[src/cict_pkg.sv]
/*
   Package for the core instruction cycle-timing block: instruction
   lengths, cycle counts, access classes and sequencer states.
   Assumes one system clock; nothing here is tied to a bus or pin.
*/
package cict_pkg;

   // Operand and address widths
   localparam int OP_W = 8;
   localparam int DATA_W = 8;
   localparam int ADDR_W = 16;

   // Instruction lengths in program bytes
   localparam logic [1:0] LEN_1 = 2'h1;
   localparam logic [1:0] LEN_2 = 2'h2;
   localparam logic [1:0] LEN_3 = 2'h3;

   // Execution times in system clock cycles
   localparam logic [3:0] CYC_1 = 4'h1;
   localparam logic [3:0] CYC_2 = 4'h2;
   localparam logic [3:0] CYC_3 = 4'h3;
   localparam logic [3:0] CYC_4 = 4'h4;
   localparam logic [3:0] CYC_8 = 4'h8;
   localparam logic [3:0] CYC_MAX = 4'h8;
   localparam logic [3:0] BRANCH_TAKEN_EXTRA = 4'h1;
   localparam logic [3:0] CYC_IDX_RESET = 4'h0;

   // Reset values of the data-side outputs, and the zero high byte of short addresses
   localparam logic [15:0] ADDR_RESET = 16'h0000;
   localparam logic [7:0] DATA_RESET = 8'h00;
   localparam logic [7:0] ADDR_HI_ZERO = 8'h00;

   // Opcode field positions
   localparam int RI_SEL_BIT = 0;

   // What an instruction does beyond internal registers
   typedef enum logic [4:0] {
      CLS_PLAIN    = 5'b00001,
      CLS_BRANCH   = 5'b00010,
      CLS_XREAD    = 5'b00100,
      CLS_XWRITE   = 5'b01000,
      CLS_CODEREAD = 5'b10000
   } cict_class_type;

   typedef enum logic [1:0] {
      ST_IDLE = 2'b01,
      ST_EXEC = 2'b10
   } cict_state_type;

   typedef struct packed {
      logic known;
      cict_class_type cls;
      logic [1:0] len;
      logic [3:0] cyc;
   } cict_decode_type;

endpackage : cict_pkg

[src/cict_core_timing.sv]
/*
   Instruction length and cycle-timing sequencer of the 8-bit core, with
   routing of external-data and code-read accesses to on-chip storage.
   Assumes the fetch logic presents an opcode with opValid and holds the
   operand values (A, R0, R1, data pointer, PC) stable during issue.
*/
`timescale 1ns/1ps

module cict_core_timing (
   // Clock and reset
   input wire logic clk_sys,
   input wire logic resetn,
   // Instruction issue
   input wire logic opValid,
   input wire logic [7:0] opCode,
   input wire logic branchTaken,
   output logic opReady,
   // Core operand values
   input wire logic [7:0] accValue,
   input wire logic [7:0] r0Value,
   input wire logic [7:0] r1Value,
   input wire logic [15:0] dptrValue,
   input wire logic [15:0] pcValue,
   input wire logic progStoreWriteEnable,
   // Timing status
   output logic busy,
   output logic instDone,
   output logic opKnown,
   output logic [1:0] instLength,
   output logic [3:0] instCycles,
   output logic [3:0] cycleIndex,
   // On-chip data and program store access
   output logic [15:0] xdataAddr,
   output logic [7:0] xdataWrData,
   output logic onchipExternalDataRamRead,
   output logic onchipExternalDataRamWrite,
   output logic progStoreWrite,
   output logic [15:0] codeAddr,
   output logic codeRead
);

   function automatic cict_pkg::cict_decode_type mk(
      input logic known,
      input cict_pkg::cict_class_type cls,
      input logic [1:0] len,
      input logic [3:0] cyc
   );
      cict_pkg::cict_decode_type d;
      d.known = known;
      d.cls = cls;
      d.len = len;
      d.cyc = cyc;
      return d;
   endfunction : mk

   // Branch rows give the not-taken time; taken adds one at issue
   function automatic cict_pkg::cict_decode_type decode(
      input logic [7:0] op
   );
      cict_pkg::cict_decode_type d;
      d = mk(1'b0, cict_pkg::CLS_PLAIN, cict_pkg::LEN_1, cict_pkg::CYC_1);
      if (op[3]) begin
         // Bank register column
         case (op[7:4])
            4'h7, 4'h8, 4'hA: begin
               d = mk(1'b1, cict_pkg::CLS_PLAIN,
                      cict_pkg::LEN_2, cict_pkg::CYC_2);
            end
            4'hB: begin
               d = mk(1'b1, cict_pkg::CLS_BRANCH,
                      cict_pkg::LEN_3, cict_pkg::CYC_3);
            end
            4'hD: begin
               d = mk(1'b1, cict_pkg::CLS_BRANCH,
                      cict_pkg::LEN_2, cict_pkg::CYC_2);
            end
            default: begin
               d = mk(1'b1, cict_pkg::CLS_PLAIN,
                      cict_pkg::LEN_1, cict_pkg::CYC_1);
            end
         endcase
      end else if (op[3:1] == 3'h3) begin
         // Indirect RAM column through R0 or R1
         case (op[7:4])
            4'h7, 4'h8, 4'hA: begin
               d = mk(1'b1, cict_pkg::CLS_PLAIN,
                      cict_pkg::LEN_2, cict_pkg::CYC_2);
            end
            4'hB: begin
               d = mk(1'b1, cict_pkg::CLS_BRANCH,
                      cict_pkg::LEN_3, cict_pkg::CYC_3);
            end
            4'hD: begin
               d = mk(1'b1, cict_pkg::CLS_PLAIN,
                      cict_pkg::LEN_1, cict_pkg::CYC_2);
            end
            default: begin
               d = mk(1'b1, cict_pkg::CLS_PLAIN,
                      cict_pkg::LEN_1, cict_pkg::CYC_2);
            end
         endcase
      end else if (op[3:0] == 4'h5) begin
         // Direct byte column
         case (op[7:4])
            4'h7, 4'h8: begin
               d = mk(1'b1, cict_pkg::CLS_PLAIN,
                      cict_pkg::LEN_3, cict_pkg::CYC_3);
            end
            4'hA: begin
               // Spare opcode acts as a no-op
               d = mk(1'b1, cict_pkg::CLS_PLAIN,
                      cict_pkg::LEN_1, cict_pkg::CYC_1);
            end
            4'hB, 4'hD: begin
               d = mk(1'b1, cict_pkg::CLS_BRANCH,
                      cict_pkg::LEN_3, cict_pkg::CYC_3);
            end
            default: begin
               d = mk(1'b1, cict_pkg::CLS_PLAIN,
                      cict_pkg::LEN_2, cict_pkg::CYC_2);
            end
         endcase
      end else if (op[3:0] == 4'h4) begin
         // Accumulator and immediate column
         case (op[7:4])
            4'h0, 4'h1, 4'hC, 4'hD, 4'hE, 4'hF: begin
               d = mk(1'b1, cict_pkg::CLS_PLAIN,
                      cict_pkg::LEN_1, cict_pkg::CYC_1);
            end
            4'h8: begin
               d = mk(1'b1, cict_pkg::CLS_PLAIN,
                      cict_pkg::LEN_1, cict_pkg::CYC_8);
            end
            4'hA: begin
               d = mk(1'b1, cict_pkg::CLS_PLAIN,
                      cict_pkg::LEN_1, cict_pkg::CYC_4);
            end
            4'hB: begin
               d = mk(1'b1, cict_pkg::CLS_BRANCH,
                      cict_pkg::LEN_3, cict_pkg::CYC_3);
            end
            default: begin
               d = mk(1'b1, cict_pkg::CLS_PLAIN,
                      cict_pkg::LEN_2, cict_pkg::CYC_2);
            end
         endcase
      end else begin
         case (op)
            8'h00, 8'h03, 8'h13, 8'h23, 8'h33, 8'hA3: begin
               d = mk(1'b1, cict_pkg::CLS_PLAIN,
                      cict_pkg::LEN_1, cict_pkg::CYC_1);
            end
            8'h42, 8'h52, 8'h62, 8'hC0, 8'hD0: begin
               d = mk(1'b1, cict_pkg::CLS_PLAIN,
                      cict_pkg::LEN_2, cict_pkg::CYC_2);
            end
            8'h43, 8'h53, 8'h63, 8'h90: begin
               d = mk(1'b1, cict_pkg::CLS_PLAIN,
                      cict_pkg::LEN_3, cict_pkg::CYC_3);
            end
            8'h83, 8'h93: begin
               d = mk(1'b1, cict_pkg::CLS_CODEREAD,
                      cict_pkg::LEN_1, cict_pkg::CYC_3);
            end
            8'hE0, 8'hE2, 8'hE3: begin
               d = mk(1'b1, cict_pkg::CLS_XREAD,
                      cict_pkg::LEN_1, cict_pkg::CYC_3);
            end
            8'hF0, 8'hF2, 8'hF3: begin
               d = mk(1'b1, cict_pkg::CLS_XWRITE,
                      cict_pkg::LEN_1, cict_pkg::CYC_3);
            end
            8'h10, 8'h20, 8'h30: begin
               d = mk(1'b1, cict_pkg::CLS_BRANCH,
                      cict_pkg::LEN_3, cict_pkg::CYC_3);
            end
            8'h40, 8'h50, 8'h60, 8'h70: begin
               d = mk(1'b1, cict_pkg::CLS_BRANCH,
                      cict_pkg::LEN_2, cict_pkg::CYC_2);
            end
            default: begin
               // Rows outside this block time as one byte, one cycle
               d = mk(1'b0, cict_pkg::CLS_PLAIN,
                      cict_pkg::LEN_1, cict_pkg::CYC_1);
            end
         endcase
      end
      return d;
   endfunction : decode

   cict_pkg::cict_state_type state;
   cict_pkg::cict_class_type cls;
   cict_pkg::cict_decode_type dec;
   logic [3:0] remaining;
   logic [3:0] next_cycles;
   logic [7:0] riValue;
   logic [15:0] next_xdataAddr;
   logic lastCycle;
   logic accept;

   assign dec = decode(opCode);
   assign lastCycle = (state == cict_pkg::ST_EXEC) &&
                      (remaining == cict_pkg::CYC_1);
   // A new opcode may issue in the final cycle of the previous one
   assign opReady = (state == cict_pkg::ST_IDLE) || lastCycle;
   assign accept = opValid && opReady;
   assign busy = (state == cict_pkg::ST_EXEC);
   assign instDone = lastCycle;
   assign riValue = opCode[cict_pkg::RI_SEL_BIT] ? r1Value : r0Value;

   always_comb begin
      next_cycles = dec.cyc;
      if (dec.cls == cict_pkg::CLS_BRANCH && branchTaken) begin
         next_cycles = dec.cyc + cict_pkg::BRANCH_TAKEN_EXTRA;
      end
      if (next_cycles > cict_pkg::CYC_MAX) begin
         next_cycles = cict_pkg::CYC_MAX;
      end
   end

   // 8-bit form takes R0/R1 with a zero page; 16-bit form the pointer
   always_comb begin
      if (opCode[1]) begin
         next_xdataAddr = {cict_pkg::ADDR_HI_ZERO, riValue};
      end else begin
         next_xdataAddr = dptrValue;
      end
   end

   // Sequencer: one count per system clock, no machine-cycle prescale
   always_ff @(posedge clk_sys or negedge resetn) begin
      if (!resetn) begin
         state <= cict_pkg::ST_IDLE;
         remaining <= cict_pkg::CYC_IDX_RESET;
      end else begin
         case (state)
            cict_pkg::ST_IDLE: begin
               if (accept) begin
                  state <= cict_pkg::ST_EXEC;
                  remaining <= next_cycles;
               end
            end
            cict_pkg::ST_EXEC: begin
               if (accept) begin
                  remaining <= next_cycles;
               end else if (lastCycle) begin
                  state <= cict_pkg::ST_IDLE;
                  remaining <= cict_pkg::CYC_IDX_RESET;
               end else begin
                  remaining <= remaining - cict_pkg::CYC_1;
               end
            end
            default: begin
               state <= cict_pkg::ST_IDLE;
               remaining <= cict_pkg::CYC_IDX_RESET;
            end
         endcase
      end
   end

   always_ff @(posedge clk_sys or negedge resetn) begin
      if (!resetn) begin
         cycleIndex <= cict_pkg::CYC_IDX_RESET;
      end else if (accept) begin
         cycleIndex <= cict_pkg::CYC_IDX_RESET;
      end else if (busy) begin
         cycleIndex <= cycleIndex + cict_pkg::CYC_1;
      end
   end

   // Decoded figures of the instruction in flight
   always_ff @(posedge clk_sys or negedge resetn) begin
      if (!resetn) begin
         instLength <= cict_pkg::LEN_1;
         instCycles <= cict_pkg::CYC_1;
         opKnown <= 1'b0;
         cls <= cict_pkg::CLS_PLAIN;
      end else if (accept) begin
         instLength <= dec.len;
         instCycles <= next_cycles;
         opKnown <= dec.known;
         cls <= dec.cls;
      end
   end

   // Addresses and data are latched at issue so operand changes in
   // later cycles cannot disturb the access
   always_ff @(posedge clk_sys or negedge resetn) begin
      if (!resetn) begin
         xdataAddr <= cict_pkg::ADDR_RESET;
         xdataWrData <= cict_pkg::DATA_RESET;
         codeAddr <= cict_pkg::ADDR_RESET;
      end else if (accept) begin
         xdataAddr <= next_xdataAddr;
         xdataWrData <= accValue;
         if (opCode[4]) begin
            codeAddr <= dptrValue + {cict_pkg::ADDR_HI_ZERO, accValue};
         end else begin
            codeAddr <= pcValue + {14'h0000, dec.len} +
                        {cict_pkg::ADDR_HI_ZERO, accValue};
         end
      end
   end

   // Every external-data access lands on chip; there is no pin path
   always_comb begin
      onchipExternalDataRamRead = 1'b0;
      onchipExternalDataRamWrite = 1'b0;
      progStoreWrite = 1'b0;
      codeRead = 1'b0;
      if (lastCycle) begin
         case (cls)
            cict_pkg::CLS_XREAD: begin
               onchipExternalDataRamRead = 1'b1;
            end
            cict_pkg::CLS_XWRITE: begin
               progStoreWrite = progStoreWriteEnable;
               onchipExternalDataRamWrite = !progStoreWriteEnable;
            end
            cict_pkg::CLS_CODEREAD: begin
               codeRead = 1'b1;
            end
            default: begin
               codeRead = 1'b0;
            end
         endcase
      end
   end

endmodule : cict_core_timing

[config.mk]
export PLATFORM = sky130hd
export DESIGN_NAME = cict_core_timing
export DESIGN_NICKNAME = d
export VERILOG_FILES = /design/src/cict_pkg.sv /design/src/cict_core_timing.sv
export SDC_FILE = /design/constraint.sdc
export NUM_CORES = 1
export LEC_CHECK = 0
export BUFFER_PORTS_ARGS = -buffer_cell sky130_fd_sc_hd__buf_2
export CAP_MARGIN = 20
export CORE_AREA = 2 2 88 111
export CTS_CLUSTER_DIAMETER = 100
export CTS_CLUSTER_SIZE = 40
export DETAILED_ROUTE_END_ITERATION = 16
export DIE_AREA = 0 0 90 113
export HOLD_SLACK_MARGIN = 0.15
export PLACE_DENSITY = 0.8
export RECOVER_POWER = 50
export SLEW_MARGIN = 25
export SYNTH_ARGS = -nofsm -noshare
export SYNTH_HDL_FRONTEND = slang
export SYNTH_SLANG_ARGS = --single-unit
[constraint.sdc]
create_clock -name clk_sys -period 3.15 [get_ports clk_sys]
set_input_delay 0.63 -clock clk_sys [delete_from_list [all_inputs] [get_ports clk_sys]]
set_output_delay 0.63 -clock clk_sys [all_outputs]
set_load 0.02 [all_outputs]
# After elaboration in Yosys (flattened, before gate mapping)
# Memory sizes are Yosys's and may differ from the RTL's.
# Index checks and enable logic that the tools add are counted.
dict set report word_totals {
  reg_bits 62
  elab_cells 115
  out_inout_bits 58
  mem_count 1
  inputBits 69
  rom_bits 128
}
# memory depth word_bits read_ports rd_ports_with_merged_regs wr line_no
set memory_table {}
lappend memory_table {{(name not given)} 16 8 1 0 0 cict_core_timing.sv:125} ;# case (op[7:4])
dict set report classes {
  muxes 31
  add_sub_neg 6
  eq_ne 47
  reduce_logical 19
  order_cmp 1
}
# cell n
set op_table {}
lappend op_table {{8-bit == test, second input constant} 12}
lappend op_table {{12-bit one-hot mux with 8 select lines} 1}
lappend op_table {{8-bit by 7-bit == test with 1-bit output, second input constant} 10}
lappend op_table {{12-bit two-way mux} 4}
lappend op_table {{8-bit one-hot mux with 3 select lines} 2}
lappend op_table {{16-bit by 8-bit adder with 16-bit output} 2}
lappend op_table {{8-bit by 6-bit == test with 1-bit output, second input constant} 4}
lappend op_table {{16-bit two-way mux} 2}
lappend op_table {{4-bit two-way mux} 7}
lappend op_table {{16-bit by 2-bit adder with 16-bit output} 1}
lappend op_table {{4-bit == test, second input constant} 4}
lappend op_table {{8-bit by 5-bit == test with 1-bit output, second input constant} 2}
lappend op_table {{8-bit one-hot mux with 2 select lines} 1}
lappend op_table {{4-bit by 3-bit == test with 1-bit output, second input constant} 3}
lappend op_table {{3-bit OR reduction} 4}
lappend op_table {{4-bit by 1-bit adder with 4-bit output, second input constant} 2}
lappend op_table {{8-bit by 2-bit == test with 1-bit output, second input constant} 1}
lappend op_table {{8-bit zero test} 1}
lappend op_table {{1-bit two-way mux} 8}
lappend op_table {{8-bit two-way mux} 1}
lappend op_table {{4-bit one-hot mux with 2 select lines} 1}
lappend op_table {{4-bit OR reduction} 2}
lappend op_table {{2-bit two-way mux} 3}
lappend op_table {{2-bit OR reduction} 3}
lappend op_table {{other kinds (20)} 23}

# Depth between registers and ports, before layout
# Gate-level depths: netlist of run 1.
dict set report logic_depth {
  depth_word 14
  depth_mapped 18
  mapped_depth_nobuf 16
}

# Worst setup path before layout of run 1
# No wires, ideal clock.
dict set report synth_path {
  kind {input-to-reg}
  startpoint {in opCode[1]}
  endpoint {reg codeAddr[15]}
  setup_slack_ns -0.608
  t_required_ns 3.025
  cell_stages 16
  n_path_buf 1
  t_arrival_ns 3.632
  setup_ns 0.125
  path_cell_list {buf_4 -> and4bb_2 -> a211oi_1 -> o31ai_1 -> and3_1 -> o311ai_2 -> fa_1 -> ha_1 -> inv_1 -> fa_1 -> nor2b_1 -> o31ai_1 -> a211oi_1 -> xor2_1 -> nor3_1 -> nor3_1}
}
# item line_no
set synth_rtl {}
lappend synth_rtl {{start, declared} cict_core_timing.sv:15} ;# input wire logic [7:0] opCode,
lappend synth_rtl {{end signal, assigned} cict_core_timing.sv:292} ;# codeAddr <= cict_pkg::ADDR_RESET;
lappend synth_rtl {{end signal, assigned} cict_core_timing.sv:297} ;# codeAddr <= dptrValue + {cict_pkg::ADDR_HI_ZERO, accValue};
lappend synth_rtl {{end signal, assigned} cict_core_timing.sv:299} ;# codeAddr <= pcValue + {14'h0000, dec.len} +
lappend synth_rtl {{end, declared} cict_core_timing.sv:38} ;# output logic [15:0] codeAddr,

==> results of run 1 <==
==> final timing paths <==
path / startpoint / endpoint / slack, ns / depth (start not counted)
max in group asynchronous: resetn / xdataAddr[2] / 1.44 / 2
worst max-delay path: opCode[6] / codeAddr[7] / -0.41 / 16
worst max register to register: state[0] / codeAddr[14] / 0.41 / 8
worst min register to register: xdataAddr[13] / xdataAddr[13] / 0.46 / 2
min in group asynchronous: resetn / cycleIndex[2] / 0.77 / 2
worst min-delay path: xdataAddr[13] / xdataAddr[13] / 0.46 / 2
==> report_power, final <==
part	switching (mW)	leakage (nW)	total [mW]	internal, mW
registers	0.201	0.779	1.34	1.14
clock network	0.391	0.166	1.17	0.775
logic	1.32	2.16	2.11	0.788
==> flip-flops by register name, indices dropped and copies added (netlist names) <==
name / count
state: 2
xdataAddr: 16
cycleIndex: 4
xdataWrData: 8
remaining: 4
instCycles: 4
cls: 5
instLength: 2
codeAddr: 16
opKnown: 1
==> cells by family (layout without fill, tap and decap cells) <==
family / count (synthesis) / count (layout) / share of synthesized area [%]
multiplexers: 14 / 14 / 2.96
AO/OA/AOI/OAI: 151 / 151 / 20.9
buffers and inverters: 60 / 232 / 6.31
adder cells (fa/ha/maj): 33 / 33 / 9.14
other: 0 / 1 / 0
flip-flops: 62 / 62 / 32.3
AND/OR/NAND/NOR: 228 / 228 / 23.9
XOR/XNOR: 25 / 25 / 4.54
==> cells in the mapped netlist (4+ instances only) <==
library cell,number
o31ai_1,8
o211ai_1,6
buf_2,12
a21oi_1,26
clkbuf_1,10
xnor2_1,16
nand4_1,8
and3_1,4
o21a_1,6
nand2b_1,20
buf_6,6
ha_1,28
mux2i_1,12
a22oi_1,4
fa_1,4
inv_1,25
nor3_1,12
dfstp_2,4
a211oi_1,6
o21ai_0,49
nand2_1,93
nor2_1,40
nand3b_1,4
nor4b_1,4
buf_4,5
xor2_1,9
nor2b_1,7
dfrtp_1,58
o22ai_1,4
nand3_1,11
==> routing by layer <==
metal | vias up | share of wire, %
met2 | 239 | 51
met1 | 2426 | 39
met5 | - | 0
met3 | 62 | 5.8
li1 | 2386 | -
met4 | 0 | 4.4
==> repair_timing <==
action / 4_1_cts / 5_1_grt
pin swaps: 23 / 27
gates resized for setup: 43 / 36
buffers inserted: 6 / 9
hold endpoints to repair: 0 / 0
setup endpoints to repair: 14 / 14
hold buffers: 0 / 0
==> worst reg2reg max path: stages, from the launching register on <==
cell	delay, ns
dfstp_2	0.37
inv_1	0.07
ha_1	0.38
and4bb_4	0.31
or2_1	0.22
and2_1	0.74
buf_4	0.28
nor2_1	0.04
a211oi_1	0.24
==> layout make-up <==
type                    count  area, sq um  share of cell area, %
diodes                      1         2.50                 0.0378
clock buffers               9          225                   3.40
clock inverters             7          120                   1.81
inverters                  25         93.8                   1.42
multi-input cells         451         3260                   49.2
flip-flops and latches     62         1560                   23.5
well taps                 123          154                   2.33
repair buffers            191         1210                   18.3
==> metrics.csv, run 1 <==
stage,metric,value,unit
logic_synthesis,synthArstFlopShare,100,%
global_routing,grt_antenna_before_repair,1,
sta,clock_skew,0.00473,ns
clock_tree,cts_buffer_depth,2,
clock_tree,cts_tree,yes,
floorplanning,io_pins,127,
run_status,status,"complete, but fails checks",
finish,final_cells,869,
sta,slew_violations,63,
power,powerDensity,698,nW/um^2
global_routing,grt_max_degree,63,
clock_tree,numCtsBuffers,9,
global_routing,grt_pass1_vias,5137,
clock_tree,clock_sinks,62,
logic_synthesis,synth_top_area_cell,dfrtp_1,
floorplanning,die_w,90,microns
detailed_routing,dr_total_vias,5113,
global_routing,grtUsageMet2,54.8,%
clock_tree,clock_latency,0.33,ns
detailed_routing,wirelength,15.7,mm
power,power_leakage,3.10,nW
run_status,violations,"max-capacitance violations, max-slew violations, negative setup slack",
logic_synthesis,yosysWarnings,0,
power,vdd_drop_max,560,uV
finish,syn2layout_area_growth,37.4,%
sta,whs,0.463,ns
setup_path,criticalPathCategory,primary input to flop,
setup_path,cp_slowest_cell,fa_1,
power,p_total,4.62,mW
global_routing,grt_overflow,0,
finish,num-nets-final,841,
finish,design_area,6620,sq um
detailed_routing,wl_per_cell,18.1,microns
setup_path,worstPathRequired,3.38,ns
sta,post-route-worst-setup-slack,-0.411,ns
logic_synthesis,syn_nets,674,
global_routing,grt_usage,30.8,%
global_routing,grt_pass1_wl,25.0,mm
logic_synthesis,synth_edf_count,0,
sta,slew_headroom,-4.66,%
sta,final.setup.tns,-3.72,ns
sta,final.period_utilization,113,%
setup_path,cp-start-kind,primary input,
placement,pre_cts_ws,-0.774,ns
detailed_routing,drc_errors,0,
floorplanning,core_area,9080,sq um
detailed_routing,drtPass1Iterations,6,
floorplanning,rows,39,
setup_path,critPathCaptureType,flop,
placement,gp_congestion,0.993,
sta,rsz0062_at_grt,true,
floorplanning,floorplan.initialDensity,53.1,%
setup_path,worst-path-max-fanout,7,
logic_synthesis,synth_seq_cells,62,
setup_path,cp_top_family,compound AO/OA/AOI/OAI gates,
placement,placed_cell_area,5870,sq um
detailed_routing,vias_per_cell,5.88,
detailed_routing,detail_route.iter0.violations,305,
sta,setup_viol,13,
sta,hold_viol,0,
logic_synthesis,synth_area_leaders,"dfrtp_1 30%, ha_1 7.3%, nand2_1 7.2%",
clock_tree,htreeDepth,3,
global_routing,grt_busiest_layer,met2,
sta,min_period,3.56,ns
logic_synthesis,ys.flop_type,dfrtp_1,
setup_path,path_buf_inv,2,
placement,hpwl,11.5,mm
setup_path,crit_arrival,3.79,ns
flow_run,drv_cap,1,
setup_path,slowest_delay,0.52,ns
logic_synthesis,netlist_instances,573,
setup_path,cp_cell_sequence,buf_8 > and4bb_2 > a211oi_2 > o31ai_2 > and3_4 > o311ai_4 > fa_1 > ha_4 > inv_2 > fa_2 > nor2b_4 > o31ai_4 > nand2b_1 > a21oi_2 > xnor2_1 > a21o_1,
finish,drive_above_1_share,33.3,%
logic_synthesis,avgSynthCellArea,8.41,sq um
finish,fin_util,72.9,%
sta,fmax,281,MHz
logic_synthesis,ys_seq_area_share,32.3,%
floorplanning,die-area,10200,sq um
logic_synthesis,synthesis.area,4820,sq um
clock_tree,cts.reportedPaths.clkPinSlew,0.06,ns
logic_synthesis,synth_cell_types,75,
detailed_routing,antenna_left,0,
worst_hold_path,min_path_type,flop to flop,
finish,mostFrequentLayoutCells,"97 x buf_2, 92 x nand2_1, 58 x dfrtp_1, 54 x buf_4, 42 x o21ai_0",
clock_tree,clockRootBuffer,clkbuf_16,
finish,fill_cells,724,
placement,io_buffer_count,126,
finish,layout_commonest_cell,buf_2,
sta,worstMarginPinSlew,1.57,ns
floorplanning,fp.dieH,113,microns
global_routing,grt_util_met3,4.59,%
global_routing,grtUsageMet1,36.5,%
placement,placedCellCount,840,
logic_synthesis,yosys.area.top_type_share,30.1,%
No activity file was read; power rests on OpenSTA's default activity.
==> inputs of run 2 (changes only) <==
--- a/config.mk
+++ b/config.mk
@@ -7,13 +7,13 @@
 export LEC_CHECK = 0
 export BUFFER_PORTS_ARGS = -buffer_cell sky130_fd_sc_hd__buf_2
 export CAP_MARGIN = 20
-export CORE_AREA = 2 2 88 111
+export CORE_AREA = 2 2 85 107
 export CTS_CLUSTER_DIAMETER = 100
 export CTS_CLUSTER_SIZE = 40
 export DETAILED_ROUTE_END_ITERATION = 16
-export DIE_AREA = 0 0 90 113
+export DIE_AREA = 0 0 87 109
 export HOLD_SLACK_MARGIN = 0.15
-export PLACE_DENSITY = 0.8
+export PLACE_DENSITY = 0.85
 export RECOVER_POWER = 50
 export SLEW_MARGIN = 25
 export SYNTH_ARGS = -nofsm -noshare
==> constraint.sdc (replaced) <==
create_clock -name clk_sys -period 4.65 [get_ports clk_sys]
set_input_delay 0.93 -clock clk_sys [delete_from_list [all_inputs] [get_ports clk_sys]]
set_output_delay 0.93 -clock clk_sys [all_outputs]
set_load 0.02 [all_outputs]
==> run 2 against run 1 <==
Effect of this change:
- the run ends with max-capacitance violations, max-slew violations left
- clock power down 53%
- largest cell class unchanged
- final cell count down 9.2%
- routed wire length down 11%
- via count down 3.7%
- highest routed layer unchanged
- first-iteration DRC count up 0.33%
- sequential power down 32%
- total power down 42%
- critical path depth down 2
- critical path type unchanged
- setup slack better by 0.93 ns
- sequential cell count unchanged
- largest power group unchanged
- non-clock buffer count down 56
- combinational power down 41%
==> metrics.csv, run 2 (synthesis results as in run 1) <==
stage,metric,value,unit,change
global_routing,grt_usage,30.5,%,-0.26 points
finish,syn2layout_area_growth,16.5,%,
setup_path,cp_cell_sequence,buf_2 > and4bb_2 > a211oi_1 > o31ai_1 > and3_1 > o311ai_2 > fa_1 > ha_1 > a21oi_1 > o22ai_1 > a41oi_1 > o21ai_0 > a211oi_1 > a211oi_1,,
global_routing,grt_max_degree,49,,-22%
sta,final.setup.tns,0,ns,+3.72 ns
sta,hold_viol,0,,unchanged
floorplanning,die-area,9480,sq um,-6.8%
finish,fin_util,66.0,%,-7.0 points
finish,mostFrequentLayoutCells,"96 x buf_2, 93 x nand2_1, 58 x dfrtp_1, 49 x o21ai_0, 40 x nor2_1",,
floorplanning,rows,38,,-2.6%
setup_path,slowest_delay,0.47,ns,-0.05 ns
worst_hold_path,min_path_type,flop to flop,,
run_status,violations,"max-capacitance violations, max-slew violations",,
global_routing,grt_pass1_vias,4639,,-9.7%
setup_path,rr_worst_depth,8,,unchanged
clock_tree,cts_setup_buffers,0,,-6
clock_tree,numCtsBuffers,9,,unchanged
clock_tree,clockRootBuffer,clkbuf_8,,
finish,drive_above_1_share,20.6,%,-13 points
setup_path,crit_arrival,4.37,ns,+0.58 ns
power,power_leakage,2.62,nW,-15%
setup_path,r2r-end,cls[4],,
detailed_routing,drc_errors,0,,unchanged
placement,hpwl,10.4,mm,-9.6%
sta,slew_headroom,-16.7,%,-12 points
finish,fill_cells,732,,+1.1%
detailed_routing,vias_per_cell,6.24,,+6.1%
finish,num-nets-final,785,,-6.7%
sta,worstMarginPinSlew,1.75,ns,+0.181 ns
setup_path,worstPathRequired,4.89,ns,+1.51 ns
setup_path,cp_common_cell,a211oi_1,,
detailed_routing,wirelength,14.0,mm,-11%
placement,io_buffer_count,126,,unchanged
global_routing,grt_overflow,0,,unchanged
setup_path,worst-path-max-fanout,22,,+15
setup_path,reg2reg_from,state[0],,
setup_path,r2r_setup_slack,1.75,ns,+1.34 ns
placement,gp_congestion,1.03,,+3.8%
setup_path,path_buf_inv,1,,-1
floorplanning,floorplan.initialDensity,56.6,%,+3.5 points
floorplanning,io_pins,127,,unchanged
setup_path,cp_top_family,compound AO/OA/AOI/OAI gates,,
global_routing,grt_pass1_wl,22.6,mm,-9.6%
setup_path,startpoint,opCode[6],,
floorplanning,fp.dieH,109,microns,-3.5%
sta,final.period_utilization,88.9,%,
finish,largestRegisters,"codeAddr (16), xdataAddr (16), xdataWrData (8)",,
sta,setup_viol,0,,-13
sta,fmax,242,MHz,
finish,antenna_cells,0,,-1
floorplanning,core_area,8510,sq um,-6.2%
detailed_routing,drtPass1Iterations,6,,unchanged
detailed_routing,wl_per_cell,17.8,microns,-1.7%
clock_tree,cts_buffer_depth,2,,unchanged
clock_tree,clock_sinks,62,,unchanged
flow_run,drv_cap,2,,+1
setup_path,cp_slowest_cell,fa_1,,
run_status,status,"complete, but fails checks",,
clock_tree,cts_tree,yes,,
detailed_routing,antenna_left,0,,unchanged
clock_tree,htreeDepth,3,,unchanged
placement,placedCellCount,773,,-8.0%
clock_tree,cts.reportedPaths.clkPinSlew,0.08,ns,+0.02 ns
detailed_routing,dr_total_vias,4925,,-3.7%
setup_path,critPathCaptureType,flop,,
power,powerDensity,481,nW/um^2,-31%
clock_tree,holdBufCountCts,0,,unchanged
sta,slew_violations,65,,+3.2%
clock_tree,cts-resized-gates,0,,-100%
setup_path,crit_cells,14,,-2
global_routing,grt_antenna_before_repair,0,,-1
sta,clock_skew,0.00860,ns,+0.00387 ns
power,vdd_drop_max,362,uV,-35%
setup_path,endpoint,codeAddr[14],,
finish,layout_commonest_cell,buf_2,,
finish,final_cells,789,,-9.2%
detailed_routing,detail_route.iter0.violations,306,,+0.33%
sta,min_period,4.13,ns,
clock_tree,clock_latency,0.36,ns,+0.03 ns
floorplanning,die_w,87,microns,-3.3%
sta,rsz0062_at_grt,false,,
setup_path,cp-start-kind,primary input,,
setup_path,criticalPathCategory,primary input to flop,,
## run 2: cell types whose count changed in the layout (fill, tap and decap cells not counted), sizes merged
cell,delta
buf,-64
clkbuf,+8
diode,-1
clkinvlp,+1
bufinv,-1
## run 2: cell type report
type / instances / area (sq um) / share of cell area, %
clock buffers: 9 / 124 / 2.21
clock inverters: 7 / 97.6 / 1.74
inverters: 25 / 93.8 / 1.67
multi-input cells: 451 / 2960 / 52.7
flip-flops and latches: 62 / 1560 / 27.7
well taps: 100 / 125 / 2.23
repair buffers: 135 / 657 / 11.7
## run 2: per-stage QoR
stage,power (mW),setup WS (ns),hold slack [ns],cell area [sq um]
6_report,2.70,0.518,0.475,5610
5_1_grt,2.88,0.184,0.490,5610
4_1_cts,2.73,0.581,0.476,5650
3_5_place_dp,2.18,0.220,0.461,5430
3_3_place_gp,2.13,0.287,0.447,5430
2_1_floorplan,1.77,0.592,0.451,4820
## run 2: routing by layer
metal | GRT usage, % | up-vias | part of all wire [%]
li1 | - | 2271 | -
met1 | 37.9 | 2321 | 38
met2 | 50.0 | 267 | 49
met3 | 5.68 | 66 | 7.5
met5 | 0 | - | 0
met4 | 16.5 | 0 | 4.9
## run 2: worst register-to-register path: cells and delay by family, from the launching register on
family | cells | cell delay, ns
AND/OR/NAND/NOR | 4 | 1.29
AO/OA/AOI/OAI | 1 | 0.11
buffers and inverters | 2 | 0.57
adder cells (fa/ha/maj) | 1 | 0.33
flip-flops | 1 | 0.54
## run 2: worst min-delay path by stage
stage	start	slack, ns	endpoint	cells past startpoint
after floorplan	cls[1]	0.45	cls[1]	2
after global placement	xdataAddr[14]	0.45	xdataAddr[14]	2
after detailed placement	xdataAddr[13]	0.46	xdataAddr[13]	2
after global routing	instCycles[0]	0.49	instCycles[0]	2
final	instCycles[0]	0.47	instCycles[0]	2
after CTS	instCycles[0]	0.48	instCycles[0]	2
## run 2: where the power goes
part / leakage [nW] / internal [mW] / switching (mW)
registers: 0.779 / 0.773 / 0.141
clock network: 0.106 / 0.303 / 0.244
logic: 1.74 / 0.417 / 0.823
==> inputs of run 3 (changes only) <==
--- a/config.mk
+++ b/config.mk
@@ -7,13 +7,13 @@
 export LEC_CHECK = 0
 export BUFFER_PORTS_ARGS = -buffer_cell sky130_fd_sc_hd__buf_2
 export CAP_MARGIN = 20
-export CORE_AREA = 2 2 85 107
+export CORE_AREA = 2 2 92 116
 export CTS_CLUSTER_DIAMETER = 100
 export CTS_CLUSTER_SIZE = 40
 export DETAILED_ROUTE_END_ITERATION = 16
-export DIE_AREA = 0 0 87 109
+export DIE_AREA = 0 0 94 118
 export HOLD_SLACK_MARGIN = 0.15
-export PLACE_DENSITY = 0.85
+export PLACE_DENSITY = 0.78
 export RECOVER_POWER = 50
 export SLEW_MARGIN = 25
 export SYNTH_ARGS = -nofsm -noshare
==> constraint.sdc (replaced) <==
create_clock -name clk_sys -period 3.8 [get_ports clk_sys]
set_input_delay 0.76 -clock clk_sys [delete_from_list [all_inputs] [get_ports clk_sys]]
set_output_delay 0.76 -clock clk_sys [all_outputs]
set_load 0.02 [all_outputs]
==> run 3 against run 2 <==
Effect of this change:
- the run still ends with max-capacitance violations, max-slew violations left
- total power grew 29%
- combinational power increased by 28%
- final cell count is 8.9% higher
==> metrics.csv, run 3 (synthesis results as in run 1) <==
stage,metric,value,unit,change
sta,min_period,3.68,ns,
finish,largestRegisters,"codeAddr (16), xdataAddr (16), xdataWrData (8)",,
sta,slew_headroom,-45.4,%,-29 points
floorplanning,fp.dieH,118,microns,+8.3%
setup_path,cp_slowest_cell,fa_1,,
power,p_sw_share,43.4,%,-1.3 points
setup_path,criticalPathCategory,primary input to flop,,
sta,setup_viol,0,,unchanged
setup_path,rr_worst_depth,7,,-1
setup_path,cp_cell_sequence,buf_4 > buf_4 > nor2b_4 > a32o_2 > nand2_1 > and3_4 > o311ai_4 > fa_1 > ha_4 > inv_2 > fa_2 > nor2b_4 > o31ai_2 > buf_4 > a211o_1 > xnor2_1 > nor2_1 > o31ai_1,,
setup_path,cp_top_family,adder cells,,
detailed_routing,drc_errors,0,,unchanged
placement,pre_cts_ws,-0.336,ns,-0.556 ns
run_status,violations,"max-capacitance violations, max-slew violations",,
finish,antenna_cells,0,,unchanged
clock_tree,htreeDepth,3,,unchanged
worst_hold_path,hold_start,instCycles[0],,
sta,slew_violations,40,,-38%
floorplanning,io_pins,127,,unchanged
detailed_routing,routed.top_layer,met4,,
sta,worstMarginPinSlew,2.18,ns,+0.431 ns
clock_tree,clockRootBuffer,clkbuf_16,,
clock_tree,holdBufCountCts,0,,unchanged
setup_path,worst-path-max-fanout,7,,-68%
clock_tree,cts_tree,yes,,
power,p_int,1.97,mW,+32%
finish,num-nets-final,826,,+5.2%
power,power_frac_clock,22.1,%,+1.8 points
sta,clock_skew,0.00916,ns,+0.000563 ns
detailed_routing,antenna_left,0,,unchanged
clock_tree,clock_latency,0.33,ns,-0.03 ns
detailed_routing,wl_per_cell,17.4,microns,-2.0%
setup_path,slowest_delay,0.55,ns,+0.08 ns
global_routing,grt_max_degree,40,,-18%
global_routing,grt_pass1_wl,24.1,mm,+6.6%
finish,syn2layout_area_growth,27.9,%,
setup_path,r2r_setup_slack,1.06,ns,-0.69 ns
clock_tree,cts_buffer_depth,2,,unchanged
worst_hold_path,min_path_type,flop to flop,,
global_routing,grt_pass1_vias,4872,,+5.0%
power,pwr-share-seq,32.2,%,-1.6 points
run_status,status,"complete, but fails checks",,
setup_path,cp_common_cell,buf_4,,
global_routing,grt_overflow,0,,unchanged
detailed_routing,dr_total_vias,4938,,+0.26%
clock_tree,numCtsBuffers,9,,unchanged
power,power_leakage,2.90,nW,+11%
placement,placedCellCount,836,,+8.2%
detailed_routing,vias_per_cell,5.75,,-7.9%
worst_hold_path,worstHoldPathCells,2,,unchanged
placement,io_buffer_count,126,,unchanged
finish,fill_cells,906,,+24%
sta,final.period_utilization,96.9,%,
finish,design_area,6160,sq um,+9.8%
floorplanning,die_w,94,microns,+8.0%
power,power_switching,1.51,mW,+25%
finish,final_cells,859,,+8.9%
finish,mostFrequentLayoutCells,"93 x nand2_1, 92 x buf_2, 58 x dfrtp_1, 49 x o21ai_0, 48 x buf_4",,
detailed_routing,wl_met1,6.01,mm,+12%
setup_path,reg2reg_from,state[0],,
detailed_routing,dr_wl_met3,829,microns,-21%
setup_path,r2r-end,codeAddr[8],,
power,vdd_drop_max,391,uV,+7.9%
detailed_routing,drtPass1Iterations,5,,-1
finish,layout_commonest_cell,nand2_1,,
global_routing,grt_usage,27.5,%,-3.0 points
detailed_routing,wirelength,15.0,mm,+6.7%
floorplanning,rows,41,,+7.9%
sta,hold_viol,0,,unchanged
setup_path,worstPathRequired,4.02,ns,-0.87 ns
worst_hold_path,holdPathEnd,instCycles[0],,
setup_path,critPathCaptureType,flop,,
global_routing,grt_antenna_before_repair,0,,unchanged
power,combPwrFrac,45.6,%,-0.3 points
placement,gp_congestion,0.925,,-10%
finish,drive_above_1_share,27.5,%,+6.9 points
sta,fmax,272,MHz,
floorplanning,core_area,10000,sq um,+18%
placement,placed_cell_area,5730,sq um,+5.5%
setup_path,cp-start-kind,primary input,,
detailed_routing,detail_route.iter0.violations,252,,-18%
detailed_routing,dr_wl_met2,7.61,mm,+10%
power,powerDensity,566,nW/um^2,+17%
setup_path,path_buf_inv,4,,+3
placement,hpwl,11.5,mm,+10%
clock_tree,cts.reportedPaths.clkPinSlew,0.06,ns,-0.02 ns
sta,post-route-worst-setup-slack,0.119,ns,-0.399 ns
setup_path,crit_arrival,3.91,ns,-0.46 ns
floorplanning,floorplan.initialDensity,48.2,%,-8.4 points
floorplanning,die-area,11100,sq um,+17%
flow_run,drv_cap,1,,-1
clock_tree,clock_sinks,62,,unchanged
## run 3: how the worst max path moves through the flow
stage               startpoint           end  depth (start not counted)
floorplan            opCode[1]  codeAddr[15]                         16
global placement     opCode[7]  codeAddr[15]                         17
detailed placement   opCode[7]  codeAddr[11]                         17
CTS                  opCode[6]  codeAddr[10]                         15
global route         opCode[2]   codeAddr[9]                         17
finish               opCode[6]  codeAddr[11]                         18
## run 3: metal layers
metal	up-vias	GRT usage, %
li1	2357	-
met1	2351	34.8
met2	196	47.1
met3	34	3.46
met4	0	10.8
met5	-	0
## run 3: power groups by stage
stage / logic (mW) / registers [mW] / clock network [mW]
2_1_floorplan: 0.774 / 1.39 / 0
3_3_place_gp: 1.55 / 1.12 / 0
3_5_place_dp: 1.59 / 1.13 / 0
4_1_cts: 1.61 / 1.12 / 0.788
5_1_grt: 1.74 / 1.16 / 0.819
6_report: 1.59 / 1.12 / 0.771
## run 3: stage by stage
step / setup TNS [ns] / power, mW / util (%) / hold WS (ns)
2_1_floorplan: 0 / 2.16 / - / 0.451
3_3_place_gp: -2.23 / 2.67 / 57.3 / 0.451
3_5_place_dp: -2.67 / 2.72 / 57.3 / 0.457
4_1_cts: 0 / 3.51 / 60.2 / 0.467
5_1_grt: -0.124 / 3.72 / 61.6 / 0.482
6_report: 0 / 3.49 / 61.6 / 0.461
## run 3: timing repair
item,CTS,global route
cloned,0,0
pin swaps,0,4
setup buffers,0,7
gates resized for setup,2,32
endpoints found under the setup margin,2,11
## run 3: worst reg2reg max path: stages, from the launching register on
cell      delay, ns
dfstp_2        0.53
inv_1          0.05
ha_1           0.33
and4bb_4       0.29
or2_1          0.27
nand2_2        0.51
nor2_1         0.29
a221o_1        0.35
## run 3: cell type report
class	count	area, sq um	share of cell area (%)
clock buffers	10	239	3.88
clock inverters	6	43.8	0.711
inverters	25	93.8	1.52
multi-input cells	451	3080	49.9
flip-flops and latches	62	1560	25.3
well taps	129	161	2.62
repair buffers	176	991	16.1
